===== config.mk =====
export PLATFORM = sky130hd
export DESIGN_NAME = cic_ctrl
export DESIGN_NICKNAME = d
export VERILOG_FILES = /design/src/cic_pkg.sv /design/src/cic_apply_dly.sv /design/src/cic_ctrl.sv
export SDC_FILE = /design/constraint.sdc
export NUM_CORES = 1
export LEC_CHECK = 0
export BUFFER_PORTS_ARGS = -buffer_cell sky130_fd_sc_hd__buf_2
export CORE_MARGIN = 2
export CORE_UTILIZATION = 30
export CTS_BUF_LIST = sky130_fd_sc_hd__clkbuf_16
export DETAILED_ROUTE_END_ITERATION = 10
export GPL_ROUTABILITY_DRIVEN = 0
export PLACE_DENSITY = 0.63
export SLEW_MARGIN = 20
export SYNTH_ARGS = -nofsm -noshare
export SYNTH_HDL_FRONTEND = slang
export SYNTH_SLANG_ARGS = --single-unit

===== constraint.sdc =====
create_clock -name clk_i -period 3.4 [get_ports clk_i]
set_input_delay 0.17 -clock clk_i [delete_from_list [all_inputs] [get_ports clk_i]]
set_output_delay 0.17 -clock clk_i [all_outputs]
set_load 0.05 [all_outputs]

===== src/cic_pkg.sv =====
// Constants, types and helpers of the processor interface control block.
// Assumes one 125 MHz clock and a classic Wishbone slave port.

package cic_pkg;

  localparam int ADR_W = 12;
  localparam int DAT_W = 32;
  localparam int SEL_W = 4;
  localparam int LANE_W = 8;

  localparam logic [ADR_W-1:0] CTL_OFS = 12'h000;

  // Secure copy layout.
  localparam int S_EN_G0 = 0;
  localparam int S_EN_G1 = 1;
  localparam int S_FIQ_EN = 3;
  localparam int S_EOI_S = 9;
  localparam int S_EOI_NS = 10;

  // Non-secure copy layout, also the layout without security support.
  localparam int NS_EN_G1 = 0;
  localparam int NS_EOI_NS = 9;

  localparam logic RST_BIT = 1'b0;
  localparam logic [DAT_W-1:0] ZERO_W = 32'h0000_0000;

  // Enable changes travel through a short fixed pipeline.
  localparam int APPLY_NS = 40;
  localparam int CLK_NS = 8;
  localparam int APPLY_CYC = (APPLY_NS + CLK_NS - 1) / CLK_NS;
  localparam int EN_W = 3;
  localparam logic [EN_W-1:0] EN_RST = 3'h0;

  typedef struct packed {
    logic [APPLY_CYC-1:0][EN_W-1:0] stage;
  } cic_dly_state_t;

  typedef struct packed {
    logic ack;
    logic [DAT_W-1:0] rdat;
    logic en_g0;
    logic en_g1;
    logic fiq_en;
    logic eoi_s;
    logic eoi_ns;
    logic lock_m;
    logic lock_s;
    logic irq;
    logic fiq;
    logic prio_drop;
    logic deact;
    logic dir_bad;
  } cic_state_t;

  function automatic logic [DAT_W-1:0] cic_merge(
    input logic [DAT_W-1:0] old_w,
    input logic [DAT_W-1:0] new_w,
    input logic [SEL_W-1:0] sel
  );
    logic [DAT_W-1:0] m;
    m = old_w;
    for (int i = 0; i < SEL_W; i++) begin
      if (sel[i]) begin
        m[i*LANE_W +: LANE_W] = new_w[i*LANE_W +: LANE_W];
      end
    end
    return m;
  endfunction

endpackage


===== src/cic_apply_dly.sv =====
// Fixed-length pipeline that delays the enable bits before use.
// Assumes the input is a register on the same clock.
`timescale 1ns/1ps
`default_nettype none

module cic_apply_dly (
  // Clock and reset.
  input wire logic clk_i,
  input wire logic rst_i,
  // Enables in and out.
  input wire logic [cic_pkg::EN_W-1:0] d_i,
  output logic [cic_pkg::EN_W-1:0] q_o
);

  cic_pkg::cic_dly_state_t r;
  cic_pkg::cic_dly_state_t nxt;

  always_comb begin
    nxt = r;
    nxt.stage = {r.stage[cic_pkg::APPLY_CYC-2:0], d_i};
  end

  always_ff @(posedge clk_i) begin
    if (rst_i) begin
      r.stage <= {cic_pkg::APPLY_CYC{cic_pkg::EN_RST}};
    end else begin
      r <= nxt;
    end
  end

  assign q_o = r.stage[cic_pkg::APPLY_CYC-1];

endmodule // cic_apply_dly

`default_nettype wire


===== src/cic_ctrl.sv =====
// Processor interface control register with signalling and
// end-of-interrupt steering.
// Assumes a classic Wishbone master, a distributor on the same clock
// and an asynchronous lockdown pin.
`timescale 1ns/1ps
`default_nettype none

module cic_ctrl #(
  parameter bit SEC_EXT = 1'h1
) (
  // Clock and reset.
  input wire logic clk_i,
  input wire logic rst_i,
  // Wishbone slave.
  input wire logic wb_cyc_i,
  input wire logic wb_stb_i,
  input wire logic wb_we_i,
  input wire logic [cic_pkg::ADR_W-1:0] wb_adr_i,
  input wire logic [cic_pkg::SEL_W-1:0] wb_sel_i,
  input wire logic [cic_pkg::DAT_W-1:0] wb_dat_i,
  input wire logic wb_sec_i,
  output logic [cic_pkg::DAT_W-1:0] wb_dat_o,
  output logic wb_ack_o,
  // Lockdown pin.
  input wire logic cfg_lock_i,
  // Highest pending interrupt from the distributor.
  input wire logic pend_valid_i,
  input wire logic pend_grp_i,
  // End-of-interrupt and deactivate writes.
  input wire logic eoi_wr_i,
  input wire logic dir_wr_i,
  input wire logic req_sec_i,
  input wire logic req_grp_i,
  // Signals to the processor core and to priority logic.
  output logic irq_o,
  output logic fiq_o,
  output logic prio_drop_o,
  output logic deact_o,
  output logic dir_bad_o
);

  cic_pkg::cic_state_t r;
  cic_pkg::cic_state_t nxt;

  logic [cic_pkg::EN_W-1:0] en_raw;
  logic [cic_pkg::EN_W-1:0] en_eff;
  logic eff_g0;
  logic eff_g1;
  logic eff_fiq;

  function automatic logic [cic_pkg::DAT_W-1:0] sec_view(
    input cic_pkg::cic_state_t s
  );
    logic [cic_pkg::DAT_W-1:0] w;
    w = cic_pkg::ZERO_W;
    w[cic_pkg::S_EN_G0] = s.en_g0;
    w[cic_pkg::S_EN_G1] = s.en_g1;
    w[cic_pkg::S_FIQ_EN] = s.fiq_en;
    w[cic_pkg::S_EOI_S] = s.eoi_s;
    w[cic_pkg::S_EOI_NS] = s.eoi_ns;
    return w;
  endfunction

  function automatic logic [cic_pkg::DAT_W-1:0] ns_view(
    input cic_pkg::cic_state_t s
  );
    logic [cic_pkg::DAT_W-1:0] w;
    w = cic_pkg::ZERO_W;
    w[cic_pkg::NS_EN_G1] = s.en_g1;
    w[cic_pkg::NS_EOI_NS] = s.eoi_ns;
    return w;
  endfunction

  // Without security support only the non-secure layout exists.
  function automatic logic use_sec(input logic attr);
    return SEC_EXT & attr;
  endfunction

  always_comb begin
    logic wb_req;
    logic hit;
    logic sec;
    logic eoi_mode;
    logic req_ok;
    logic [cic_pkg::DAT_W-1:0] view;
    logic [cic_pkg::DAT_W-1:0] wr;
    wb_req = 1'h0;
    hit = 1'h0;
    sec = 1'h0;
    eoi_mode = 1'h0;
    req_ok = 1'h0;
    view = cic_pkg::ZERO_W;
    wr = cic_pkg::ZERO_W;
    nxt = r;

    // Lockdown pin passes two flops before any use.
    nxt.lock_m = cfg_lock_i;
    nxt.lock_s = r.lock_m;

    // Bus slave: answer one cycle after the request, then drop.
    wb_req = wb_cyc_i & wb_stb_i & ~r.ack;
    hit = (wb_adr_i == cic_pkg::CTL_OFS);
    sec = use_sec(wb_sec_i);
    nxt.ack = wb_req;
    nxt.rdat = cic_pkg::ZERO_W;

    // Each access reaches only the copy its attribute selects.
    if (sec) begin
      view = sec_view(r);
    end else begin
      view = ns_view(r);
    end

    if (wb_req & hit & ~wb_we_i) begin
      nxt.rdat = view;
    end

    if (wb_req & hit & wb_we_i) begin
      wr = cic_pkg::cic_merge(view, wb_dat_i, wb_sel_i);
      if (sec) begin
        // Secure layout holds both groups and both modes.
        nxt.en_g1 = wr[cic_pkg::S_EN_G1];
        nxt.eoi_ns = wr[cic_pkg::S_EOI_NS];
        if (!r.lock_s) begin
          nxt.en_g0 = wr[cic_pkg::S_EN_G0];
          nxt.fiq_en = wr[cic_pkg::S_FIQ_EN];
          nxt.eoi_s = wr[cic_pkg::S_EOI_S];
        end
      end else begin
        // Reserved bits never reach a flop.
        nxt.en_g1 = wr[cic_pkg::NS_EN_G1];
        nxt.eoi_ns = wr[cic_pkg::NS_EOI_NS];
      end
    end

    // Signalling uses the delayed enables, never the raw register.
    nxt.irq = pend_valid_i &
              ((~pend_grp_i & eff_g0 & ~eff_fiq) |
               (pend_grp_i & eff_g1));
    nxt.fiq = pend_valid_i & ~pend_grp_i & eff_g0 & eff_fiq;

    // End-of-interrupt steering by the security of the request.
    if (use_sec(req_sec_i)) begin
      eoi_mode = r.eoi_s;
      req_ok = 1'h1;
    end else begin
      eoi_mode = r.eoi_ns;
      // With security support, a non-secure request may only retire group 1 interrupts.
      req_ok = req_grp_i | ~SEC_EXT;
    end
    nxt.prio_drop = eoi_wr_i & req_ok;
    nxt.deact = req_ok &
                ((eoi_wr_i & ~eoi_mode) |
                 (dir_wr_i & eoi_mode));
    // Deactivate writes in combined mode are flagged, not acted on.
    nxt.dir_bad = req_ok & dir_wr_i & ~eoi_mode;
  end

  // Without security support the single enable gates every group.
  assign en_raw = SEC_EXT ?
                  {r.fiq_en, r.en_g1, r.en_g0} :
                  {1'h0, r.en_g1, r.en_g1};

  cic_apply_dly u_apply_dly (
    .clk_i(clk_i),
    .rst_i(rst_i),
    .d_i(en_raw),
    .q_o(en_eff)
  );

  assign eff_g0 = en_eff[0];
  assign eff_g1 = en_eff[1];
  assign eff_fiq = en_eff[2];

  always_ff @(posedge clk_i) begin
    if (rst_i) begin
      r.ack <= cic_pkg::RST_BIT;
      r.rdat <= cic_pkg::ZERO_W;
      r.en_g0 <= cic_pkg::RST_BIT;
      r.en_g1 <= cic_pkg::RST_BIT;
      r.fiq_en <= cic_pkg::RST_BIT;
      r.eoi_s <= cic_pkg::RST_BIT;
      r.eoi_ns <= cic_pkg::RST_BIT;
      r.lock_m <= cic_pkg::RST_BIT;
      r.lock_s <= cic_pkg::RST_BIT;
      r.irq <= cic_pkg::RST_BIT;
      r.fiq <= cic_pkg::RST_BIT;
      r.prio_drop <= cic_pkg::RST_BIT;
      r.deact <= cic_pkg::RST_BIT;
      r.dir_bad <= cic_pkg::RST_BIT;
    end else begin
      r <= nxt;
    end
  end

  assign wb_ack_o = r.ack;
  assign wb_dat_o = r.rdat;
  assign irq_o = r.irq;
  assign fiq_o = r.fiq;
  assign prio_drop_o = r.prio_drop;
  assign deact_o = r.deact;
  assign dir_bad_o = r.dir_bad;

endmodule // cic_ctrl

`default_nettype wire


Word-level counts from Yosys, hierarchy flattened
Cells that the tools add are included.
{"block": "totals", "regBits": 39, "elab_cells": 56, "in_bits": 61, "out_inout_bits": 38}
{"block": "classes", "n_reduce_logical": 3, "muxes": 7, "bitwise": 27}
{"operator": "AND 1 bit", "n": 18}
{"operator": "logical NOT 12 bit", "n": 1}
{"operator": "two-way mux 11 bit", "n": 1}
{"operator": "NOT 1 bit", "n": 7}
{"operator": "two-way mux 1 bit", "n": 4}
{"operator": "two-way mux 4 bit", "n": 1}
{"operator": "two-way mux 3 bit", "n": 1}
{"operator": "AND reduction 3 bit", "n": 1}
{"operator": "bitwise OR 1 bit", "n": 2}
{"operator": "OR reduction 2 bit", "n": 1}

Depth between registers and ports, before layout
Gate-level depths: netlist (run 1).
{"block": "logic_depth", "depth_word": 6, "ltp_mapped": 5, "mapped_depth_nobuf": 4}

Modules after synthesis
A second synthesis (run 1) with hierarchy kept.
{"block": "hier_totals", "hier_cells": 138, "hier_area_um2": 1462.7}
{"module": "cic_ctrl", "cells_each": 107, "instances": 1, "area_per_inst_um2": 1029.7, "seq_area_each_um2": 360.3}
{"module": "cic_apply_dly", "cells_each": 31, "instances": 1, "area_per_inst_um2": 432.9, "seq_area_each_um2": 300.3}

Least setup slack after synthesis (run 1)
No wires, ideal clock.
{"block": "synth_timing", "path_type": "reg-to-reg", "startpoint": "reg r (netlist bit wb_ack_o)", "endpoint": "reg r (netlist bit en_raw[2])", "setup_ps": 134, "period_less_slack_ps": 1403, "path_stages_with_launch": 5, "arrival_time_ps": 1269, "required_time_ps": 3266, "setup_slack_ps": 1997, "path_cell_list": "dfxtp_1 > and4b_1 > nand4_1 > o31ai_1 > a21oi_1"}
{"block": "synth_between", "elab_chain_cells": 5}
{"item": "start: declaration", "line": "cic_ctrl.sv:42", "rtl": "cic_pkg::cic_state_t r;"}
{"item": "start signal: assignment", "line": "cic_ctrl.sv:192", "rtl": "r <= nxt;"}
{"item": "NOT 1 bit", "line": "cic_ctrl.sv:101", "rtl": "wb_req = wb_cyc_i & wb_stb_i & ~r.ack;"}
{"item": "AND 1 bit", "line": "cic_ctrl.sv:101"}
{"item": "AND 1 bit (2 in series)", "line": "cic_ctrl.sv:118", "rtl": "if (wb_req & hit & wb_we_i) begin"}
{"item": "AND reduction 3 bit (no source line)"}
No other way between the ends.
A chain may end at the register's enable or synchronous reset.

Worst setup path in the final report (run 1)
Same ends and word-level chain as after synthesis.

==> results of run 1 <==
[path summary, 6_finish.rpt]
kind,from,end
worst max-delay path,wb_ack_o,en_raw[2]
worst min-delay path,pend_grp_i,fiq_o
worst max register to register,wb_ack_o,en_raw[2]
worst min register to register,u_apply_dly.q_o[0],fiq_o
[power by group through the flow]
stage	registers [mW]	clock network [mW]	logic, mW
global route	0.391	0.455	0.126
global placement	0.400	0	0.119
finish	0.391	0.425	0.120
CTS	0.391	0.437	0.120
detailed placement	0.400	0	0.120
floorplan	0.408	0	0.107
[cell families (layout without fill, tap and decap cells)]
| group | Yosys count | count (layout) |
|---|---|---|
| muxes | 6 | 6 |
| AOI/OAI and AO/OA | 13 | 13 |
| and+or+nand+nor | 48 | 48 |
| DFF | 33 | 33 |
| other | 1 | 27 |
| buffers and inverters | 37 | 51 |
[per-stage QoR]
step / hold WS (ps) / cell area [µm²]
after detailed placement: 377.9 / 1530
final: 88.93 / 1673
after global placement: 374.7 / 1530
after floorplan: 246.6 / 1511
after global routing: 98.43 / 1673
after CTS: 86.25 / 1673
[cell type report]
class	instances	area, µm²	area share (%)
timing repair buffer	42	210.2	12.57
clock buffer	5	125.1	7.479
sequential	33	660.6	39.49
inverter	1	3.754	0.2244
multi-input combinational	94	590.6	35.30
tap	52	65.06	3.889
clock inverter	3	17.52	1.047
[per-layer routing]
metal / global-route usage (%) / vias up
met5: 0 / -
li1: - / 483
met4: 4.321 / 0
met2: 13.74 / 47
met1: 10.28 / 420
met3: 5.110 / 3
[Yosys cell counts]
master and n:
a21oi_1 4, a21oi_2 1, a311oi_2 1, and2_1 1, and3_1 4, and4_4 1, and4b_1 1, buf_2 1
buf_4 32, clkbuf_1 3, conb_1 1, dfxtp_1 33, inv_1 1, mux2i_1 6, nand2_1 3, nand2b_1 2
nand3_1 2, nand3b_1 1, nand4_1 2, nor2_1 4, nor2b_1 20, nor3_1 2, nor3b_1 1, nor4_2 1
nor4_4 3, o2111ai_1 1, o21ai_0 4, o31ai_1 1, o41ai_1 1
[state kept, by name (all words and copies together), names as in the netlist]
register / count
wb_ack_o: 1
r: 3
irq_o: 1
nxt: 1
prio_drop_o: 1
fiq_o: 1
u_apply_dly.nxt: 12
dir_bad_o: 1
u_apply_dly.q_o: 3
deact_o: 1
wb_dat_o: 5
en_raw: 3
[worst max-delay path: cells and delay by family (launching register included)]
kind | cells | cell delay, ps
simple gates | 2 | 470
flops | 1 | 310
compound gates | 2 | 370
==> impl_metrics.ini, run 1 <==
[worst_setup_path]
cp-end-kind = register
crit_fanout = 5
cp.required_ps = 3540
start_kind = register
slowest_stage = dfxtp_1
reg2reg_depth = 4
cp_slowest_stage_delay_ps = 310
arrival_ps = 1420
critical_path_class = reg -> reg
ff2ff_setup_slack_ps = 2120
crit_chain = and4b_1, nand4_1, o31ai_1, a21oi_1

[timing]
fmax_mhz = 780.8
setup_viol = 0
period_needed_ps = 1281
tns_ps = 0
clock_skew_ps = 5.400
rsz0062_at_grt = no
hold_violations = 0
fin_ws_ps = 2119
drv_slew = 0
fin_crit_sh_pct = 37.67

[route]
initialDrtViolationCount = 19
wl_met2_um = 964
wl_met3_um = 225
vias = 953
drcViolationCount = 0
post_drt_wl_per_cell_um = 9.687
antenna_left = 0
first_pass_iters = 4
met1Wirelength_um = 1005
maxUsedRoutingLayer = met4
vias_per_cell = 4.143
wirelength_um = 2228

[clock_network]
hold_buffers = 0
cts_resized = 0
cts.sinks = 33
clk_pin_slew_ps = 50
cts_max_level = 2
cts_buffer_depth = 2
cts_setup_buffers = 0
cts_buffers = 5
cts-root-buf = clkbuf_16
clock_latency_ps = 280
cts_tree = yes

[finish]
num_antenna_cells = 0
fillers = 445
mostFrequentLayoutCells = buf_2 (42), dfxtp_1 (33), conb_1 (27)
area_growth_pct = 18.32
final_cells = 230
mostFrequentLayoutCell = buf_2
nets = 238
drive_above_1_share_pct = 32.02
final_util_pct = 37.64

[die]
die_area_um2 = 5278
core_area_um2 = 4444
die_h_um = 72.65
die_width_um = 72.65
rows = 24
io_pins = 99
start_util_pct = 31.81

[min_path]
hold_class = in -> reg
holdPathStages = 2

[logic_synthesis]
synth-seq-cells = 33
synth_top_family_by_area = simple AND/OR/NAND/NOR gates
netlist.top_cell.by_area = dfxtp_1
ys_warn_count = 0
yosysSeqAreaShare_pct = 46.73
synth_top_area_share_pct = 46.73
avgSynthCellArea_um2 = 10.25
muxShareOfSynthArea_pct = 4.248
synthAdderAreaFrac_pct = 0
ys_types = 29
syn_area_um2 = 1414
yosys.area_share.simple_pct = 24.07
synth_xor_area_share_pct = 0
synthCells = 138
synth_compound_area_share_pct = 6.283
synth.area.top_cells = dfxtp_1 (47%), buf_4 (17%), nor2b_1 (8.8%), nor4_4 (4.5%), mux2i_1 (4.2%)

[power]
p_seq_share_pct = 41.8
p_leak_nw = 0.7703
vdd_drop_max_mv = 0.2092
p_sw_uw = 256.0
p_clk_share_pct = 45.4
p_sw_share_pct = 27.34
powerDensity_nw_per_um2 = 559.6
p_int_uw = 680.2
power.share.combinational_pct = 12.8
fin_total_pwr_uw = 936.2

[place]
port-buffer-count = 42
post-place-cells = 222
dpl_worst_slack_ps = 2015
post-dp-hpwl_um = 1701

[run_status]
status = complete, no violations

[global_routing]
grt_overflow = 0
grt_util_all_layers_pct = 9.062
antenna_found_initial = 0
grt_max_degree = 28
grt_pass1_wl_um = 3505
grt_pass1_vias = 805

[flow_run]
drv_cap = 0
Power figures use the tool's default switching activity.
==> inputs of run 2 (changes only) <==
- ABC_AREA: unset -> 1
- PLACE_DENSITY: 0.63 -> 0.64
- clock period: 3.4 -> 1 ns (I/O delays scaled with it)
==> run 2 against run 1 <==
  * The run now ends with negative setup slack left
  * Die area is 3.4% higher
  * Non-clock buffer count up 12
  * Sequential cell count unchanged
  * Power rose to 3.6 times the previous value
  * Count of clock-buffer cells in the layout increased by 1
  * Sequential power grew to 3.4 times the previous value
  * Synthesized area increased by 3.6%
  * Critical endpoint is now wb_dat_o[10]
==> impl_metrics.ini, run 2 <==
[run_status]
status = finished with violations
violations = negative setup slack

[power]
powerDensity_nw_per_um2 = 1768
p_leak_nw = 0.9273
fin_total_pwr_mw = 3.359
vdd_drop_max_mv = 0.7526

[die]
die_width_um = 73.89
core_area_um2 = 4723
io_pins = 99
die_h_um = 73.89
rows = 25
die_area_um2 = 5459
start_util_pct = 31.02

[timing]
setup_viol = 10
fin_ws_ps = -111.9
tns_ps = -619.6
drv_slew = 0
period_needed_ps = 1112
fin_crit_sh_pct = 111.2
fmax_mhz = 899.3
rsz0062_at_grt = yes
hold_violations = 0
clock_skew_ps = 3.086

[route]
first_pass_iters = 4
initialDrtViolationCount = 37
post_drt_wl_per_cell_um = 8.170
vias = 1178
vias_per_cell = 3.716
wirelength_um = 2590
drcViolationCount = 0
antenna_left = 0

[place]
port-buffer-count = 42
post-dp-hpwl_um = 2060

[logic_synthesis]
synth.area.top_cells = dfxtp_1 (45%), buf_4 (17%), nor2_1 (12%), inv_1 (6.9%), nand2_1 (6.4%)
yosys.area_share.simple_pct = 25.11
ys_top_cells_by_count = nor2_1 (45), buf_4 (33), dfxtp_1 (33), inv_1 (27), nand2_1 (25)
synth_xor_area_share_pct = 0
synth_top_family_by_area = simple AND/OR/NAND/NOR gates
synthAdderAreaFrac_pct = 0
synth_top_area_share_pct = 45.09
netlist.top_cell.by_area = dfxtp_1
yosysSeqAreaShare_pct = 45.09
syn_area_um2 = 1465
ys_warn_count = 0
synth-edff-count = 0
avgSynthCellArea_um2 = 7.475
synth_compound_area_share_pct = 4.953
async_flop_share_pct = 0
synth.most_common_cell = nor2_1
synthCells = 196
ys_types = 22
synth-seq-cells = 33
muxShareOfSynthArea_pct = 0
synthFlopType = dfxtp_1

[worst_setup_path]
ff2ff_setup_slack_ps = -110
cp.required_ps = 1190
slowest_stage = dfxtp_4
crit_fanout = 5
start_kind = register
r2r_end = wb_dat_o[10]
arrival_ps = 1300
critical_path_class = reg -> reg
cp-end-kind = register
crit_chain = inv_2, nand3_4, nor2_4, nand4_1, nor3_1
cp_slowest_stage_delay_ps = 340
reg2reg_depth = 5
reg2reg_from = wb_ack_o

[finish]
final_util_pct = 40.21
mostFrequentLayoutCells = nor2_1 (44), buf_2 (42), dfxtp_1 (32)
seq_area_um2 = 664.4
num_antenna_cells = 0
drive_above_1_share_pct = 28.00
area_growth_pct = 29.63
mostFrequentLayoutCell = nor2_1
fillers = 518
nets = 310
largest_reg_flops = 12
multi_input_area_um2 = 578.1

[global_routing]
use_met2_pct = 17.06
antenna_found_initial = 0
met3_usage_pct = 5.487
grt_overflow = 0
grt_pass1_vias = 987
met1_usage_pct = 10.13
grt_pass1_wl_um = 4015
grt_util_all_layers_pct = 10.04
grt_max_degree = 20
grt_busiest_layer = met2

[clock_network]
clk_pin_slew_ps = 50
cts_tree = yes
cts_max_level = 2
cts.sinks = 33
cts_setup_buffers = 0
cts-root-buf = clkbuf_16
cts_buffers = 5
clock_latency_ps = 280
cts_buffer_depth = 2

[flow_run]
drv_cap = 0

[min_path]
hold_class = in -> reg
hp-start = pend_grp_i
holdPathStages = 3
min_to = irq_o
## run 2: critical path, delay by kind of cell, from the launching register on
kind / cells / cell delay, ps
simple gates: 4 / 640
flops: 1 / 340
buf+inv: 1 / 60
## run 2: final cells by class
type	instances	area share, %
Clock inverter	2	0.3953
Timing Repair Buffer	54	16.07
Clock buffer	6	7.905
Tap cell	67	4.414
Sequential cell	33	34.98
Inverter	29	5.797
Multi-Input combinational cell	126	30.43
## run 2: kinds of logic after synthesis
group | count (synthesis)
compound gates | 13
buf+inv | 63
flops | 33
other cells | 1
simple gates | 86
## run 2: per-layer routing
layer / up-vias / wire (µm) / share of wire, %
li1: 636 / - / -
met1: 500 / 1145 / 44
met2: 36 / 1221 / 47
met3: 6 / 193 / 7.5
met4: 0 / 29 / 1.1
met5: - / 0 / 0
## run 2: per-stage QoR
stage               hold slack (ps)  area (µm²)  setup WS, ps  std cells
floorplan                     157.0        1589        -117.6        222
global placement              251.8        1707        -110.2        307
detailed placement            256.8        1707        -113.1        307
CTS                           24.29        1894        -87.97        317
global route                  38.43        1899        -176.4        317
finish                        28.51        1899        -111.9        317
## run 2: power breakdown
part	switching [mW]	internal, mW
Sequential	0.00378	1.33
Clock	0.521	1.05
Combinational	0.354	0.0985
## run 2: how the worst max path moves through the flow
stage,from,endpoint,slack (ps),depth (start not counted)
floorplan,wb_ack_o,en_raw[0],-120,8
global placement,wb_adr_i[7],en_raw[0],-110,10
detailed placement,wb_adr_i[7],en_raw[1],-110,10
CTS,wb_ack_o,wb_dat_o[10],-90,5
global route,wb_ack_o,wb_dat_o[10],-180,5
finish,wb_ack_o,wb_dat_o[10],-110,5
## run 2: what timing repair did
action / in CTS / in global routing
endpoints found under the hold margin: 2 / 0
gates resized for setup: 2 / 5
setup endpoints to repair: 10 / 11
hold buffers: 2 / 0
cloned: 0 / 0
pin swaps: 6 / 3
==> inputs of run 3 (changes only) <==
- SKIP_LAST_GASP: unset -> 1
==> run 3 against run 2 <==
  * Maximum frequency unchanged
  * Clock skew unchanged
  * Hold slack unchanged
  * Register-to-register slack about the same
  * Final cell count unchanged
  * Largest power group unchanged
  * Power unchanged
  * The flow still finishes with violations (negative setup slack)
==> impl_metrics.ini, run 3 (synthesis gave the netlist of run 2 again) <==
[clock_network]
clk_pin_slew_ps = 50
cts_buffer_depth = 2
cts_setup_buffers = 0
clock_latency_ps = 280
cts-root-buf = clkbuf_16
cts_tree = yes
cts_max_level = 2
cts_buffers = 5
cts.sinks = 33

[power]
vdd_drop_max_mv = 0.7526
powerDensity_nw_per_um2 = 1768
p_seq_share_pct = 39.6
p_int_mw = 2.480
p_sw_uw = 879.1
p_clk_share_pct = 46.9
p_leak_nw = 0.9273
power.share.combinational_pct = 13.5
p_sw_share_pct = 26.17

[finish]
final_util_pct = 40.21
nets = 310
drive_above_1_share_pct = 28.00
mostFrequentLayoutCells = nor2_1 (44), buf_2 (42), dfxtp_1 (32)
largest_reg_flops = 12
num_antenna_cells = 0
fin_area_um2 = 1899
mostFrequentLayoutCell = nor2_1
area_growth_pct = 29.63

[worst_setup_path]
reg2reg_from = wb_ack_o
cp-end-kind = register
start_kind = register
critical_path_class = reg -> reg
cp-startpoint = wb_ack_o
critical_path.endpoint = wb_dat_o[10]
ff2ff_setup_slack_ps = -110
crit_fanout = 5
cp.required_ps = 1190
arrival_ps = 1300
reg2reg_depth = 5
r2r_end = wb_dat_o[10]

[die]
io_pins = 99
die_area_um2 = 5459
die_h_um = 73.89
die_width_um = 73.89
rows = 25
core_area_um2 = 4723
start_util_pct = 31.02

[timing]
period_needed_ps = 1112
fin_ws_ps = -111.9
drv_slew = 0
fmax_mhz = 899.3
holdWs_ps = 28.51
tns_ps = -619.6
clock_skew_ps = 3.086
fin_crit_sh_pct = 111.2
rsz0062_at_grt = yes
hold_violations = 0
setup_viol = 10

[route]
first_pass_iters = 4
drcViolationCount = 0
initialDrtViolationCount = 37
antenna_left = 0
wirelength_um = 2590
vias_per_cell = 3.716
vias = 1178
post_drt_wl_per_cell_um = 8.170

[run_status]
violations = negative setup slack
status = finished with violations

[place]
placed_cell_area_um2 = 1707
port-buffer-count = 42
post-dp-hpwl_um = 2060

[global_routing]
grt_pass1_vias = 987
grt_util_all_layers_pct = 10.04
grt_pass1_wl_um = 4015
antenna_found_initial = 0
grt_overflow = 0
grt_max_degree = 20

[min_path]
hold_class = in -> reg

[flow_run]
drv_cap = 0
-- run 3: worst min path at each step --
stage / slack (ps) / endpoint / cells past startpoint / from
after floorplan: 160 / nxt[5] / 2 / cfg_lock_i
after CTS: 20 / irq_o / 3 / pend_grp_i
after detailed placement: 260 / nxt[5] / 3 / cfg_lock_i
after global routing: 40 / irq_o / 3 / pend_grp_i
final: 30 / irq_o / 3 / pend_grp_i
after global placement: 250 / nxt[5] / 3 / cfg_lock_i
-- run 3: final cells by class --
| class | instances | area, µm² |
|---|---|---|
| fill | 518 | 2824 |
| tap | 67 | 83.83 |
| clock inverter | 2 | 7.507 |
| clock buffer | 6 | 150.1 |
| timing repair buffer | 54 | 305.3 |
| sequential | 33 | 664.4 |
| inverter | 29 | 110.1 |
| multi-input combinational | 126 | 578.1 |
-- run 3: worst max-delay path: stages, from the launching register on --
cell and delay [ps]:
dfxtp_4 340, inv_2 60, nand3_4 80, nor2_4 110
nand4_1 240, nor3_1 210
-- run 3: metrics by stage --
stage / power [mW] / worst slack [ps] / instances
2_1_floorplan: 1.772 / -117.6 / 222
3_3_place_gp: 1.801 / -110.2 / 307
3_5_place_dp: 1.802 / -113.1 / 307
4_1_cts: 3.387 / -87.97 / 317
5_1_grt: 3.484 / -176.4 / 317
6_report: 3.359 / -111.9 / 317
-- run 3: power by group through the flow --
stage          logic, mW  clock network [mW]  registers, mW
2_1_floorplan      0.385                   0           1.39
3_3_place_gp       0.444                   0           1.36
3_5_place_dp       0.444                   0           1.36
4_1_cts            0.453                1.60           1.33
5_1_grt            0.482                1.67           1.33
6_report           0.453                1.58           1.33
-- run 3: routing by layer --
metal  track usage (%)  vias up  part of all wire, %
li1                  -      636                    -
met1             10.13      500                   44
met2             17.06       36                   47
met3             5.487        6                  7.5
met4             4.242        0                  1.1
met5                 0        -                    0
-- run 3: repair_timing --
item,CTS,global route
endpoints found under the setup margin,10,11
hold endpoints to repair,2,0
gates resized for setup,2,5
pin swaps,6,3
gates cloned,0,0
hold buffers,2,0
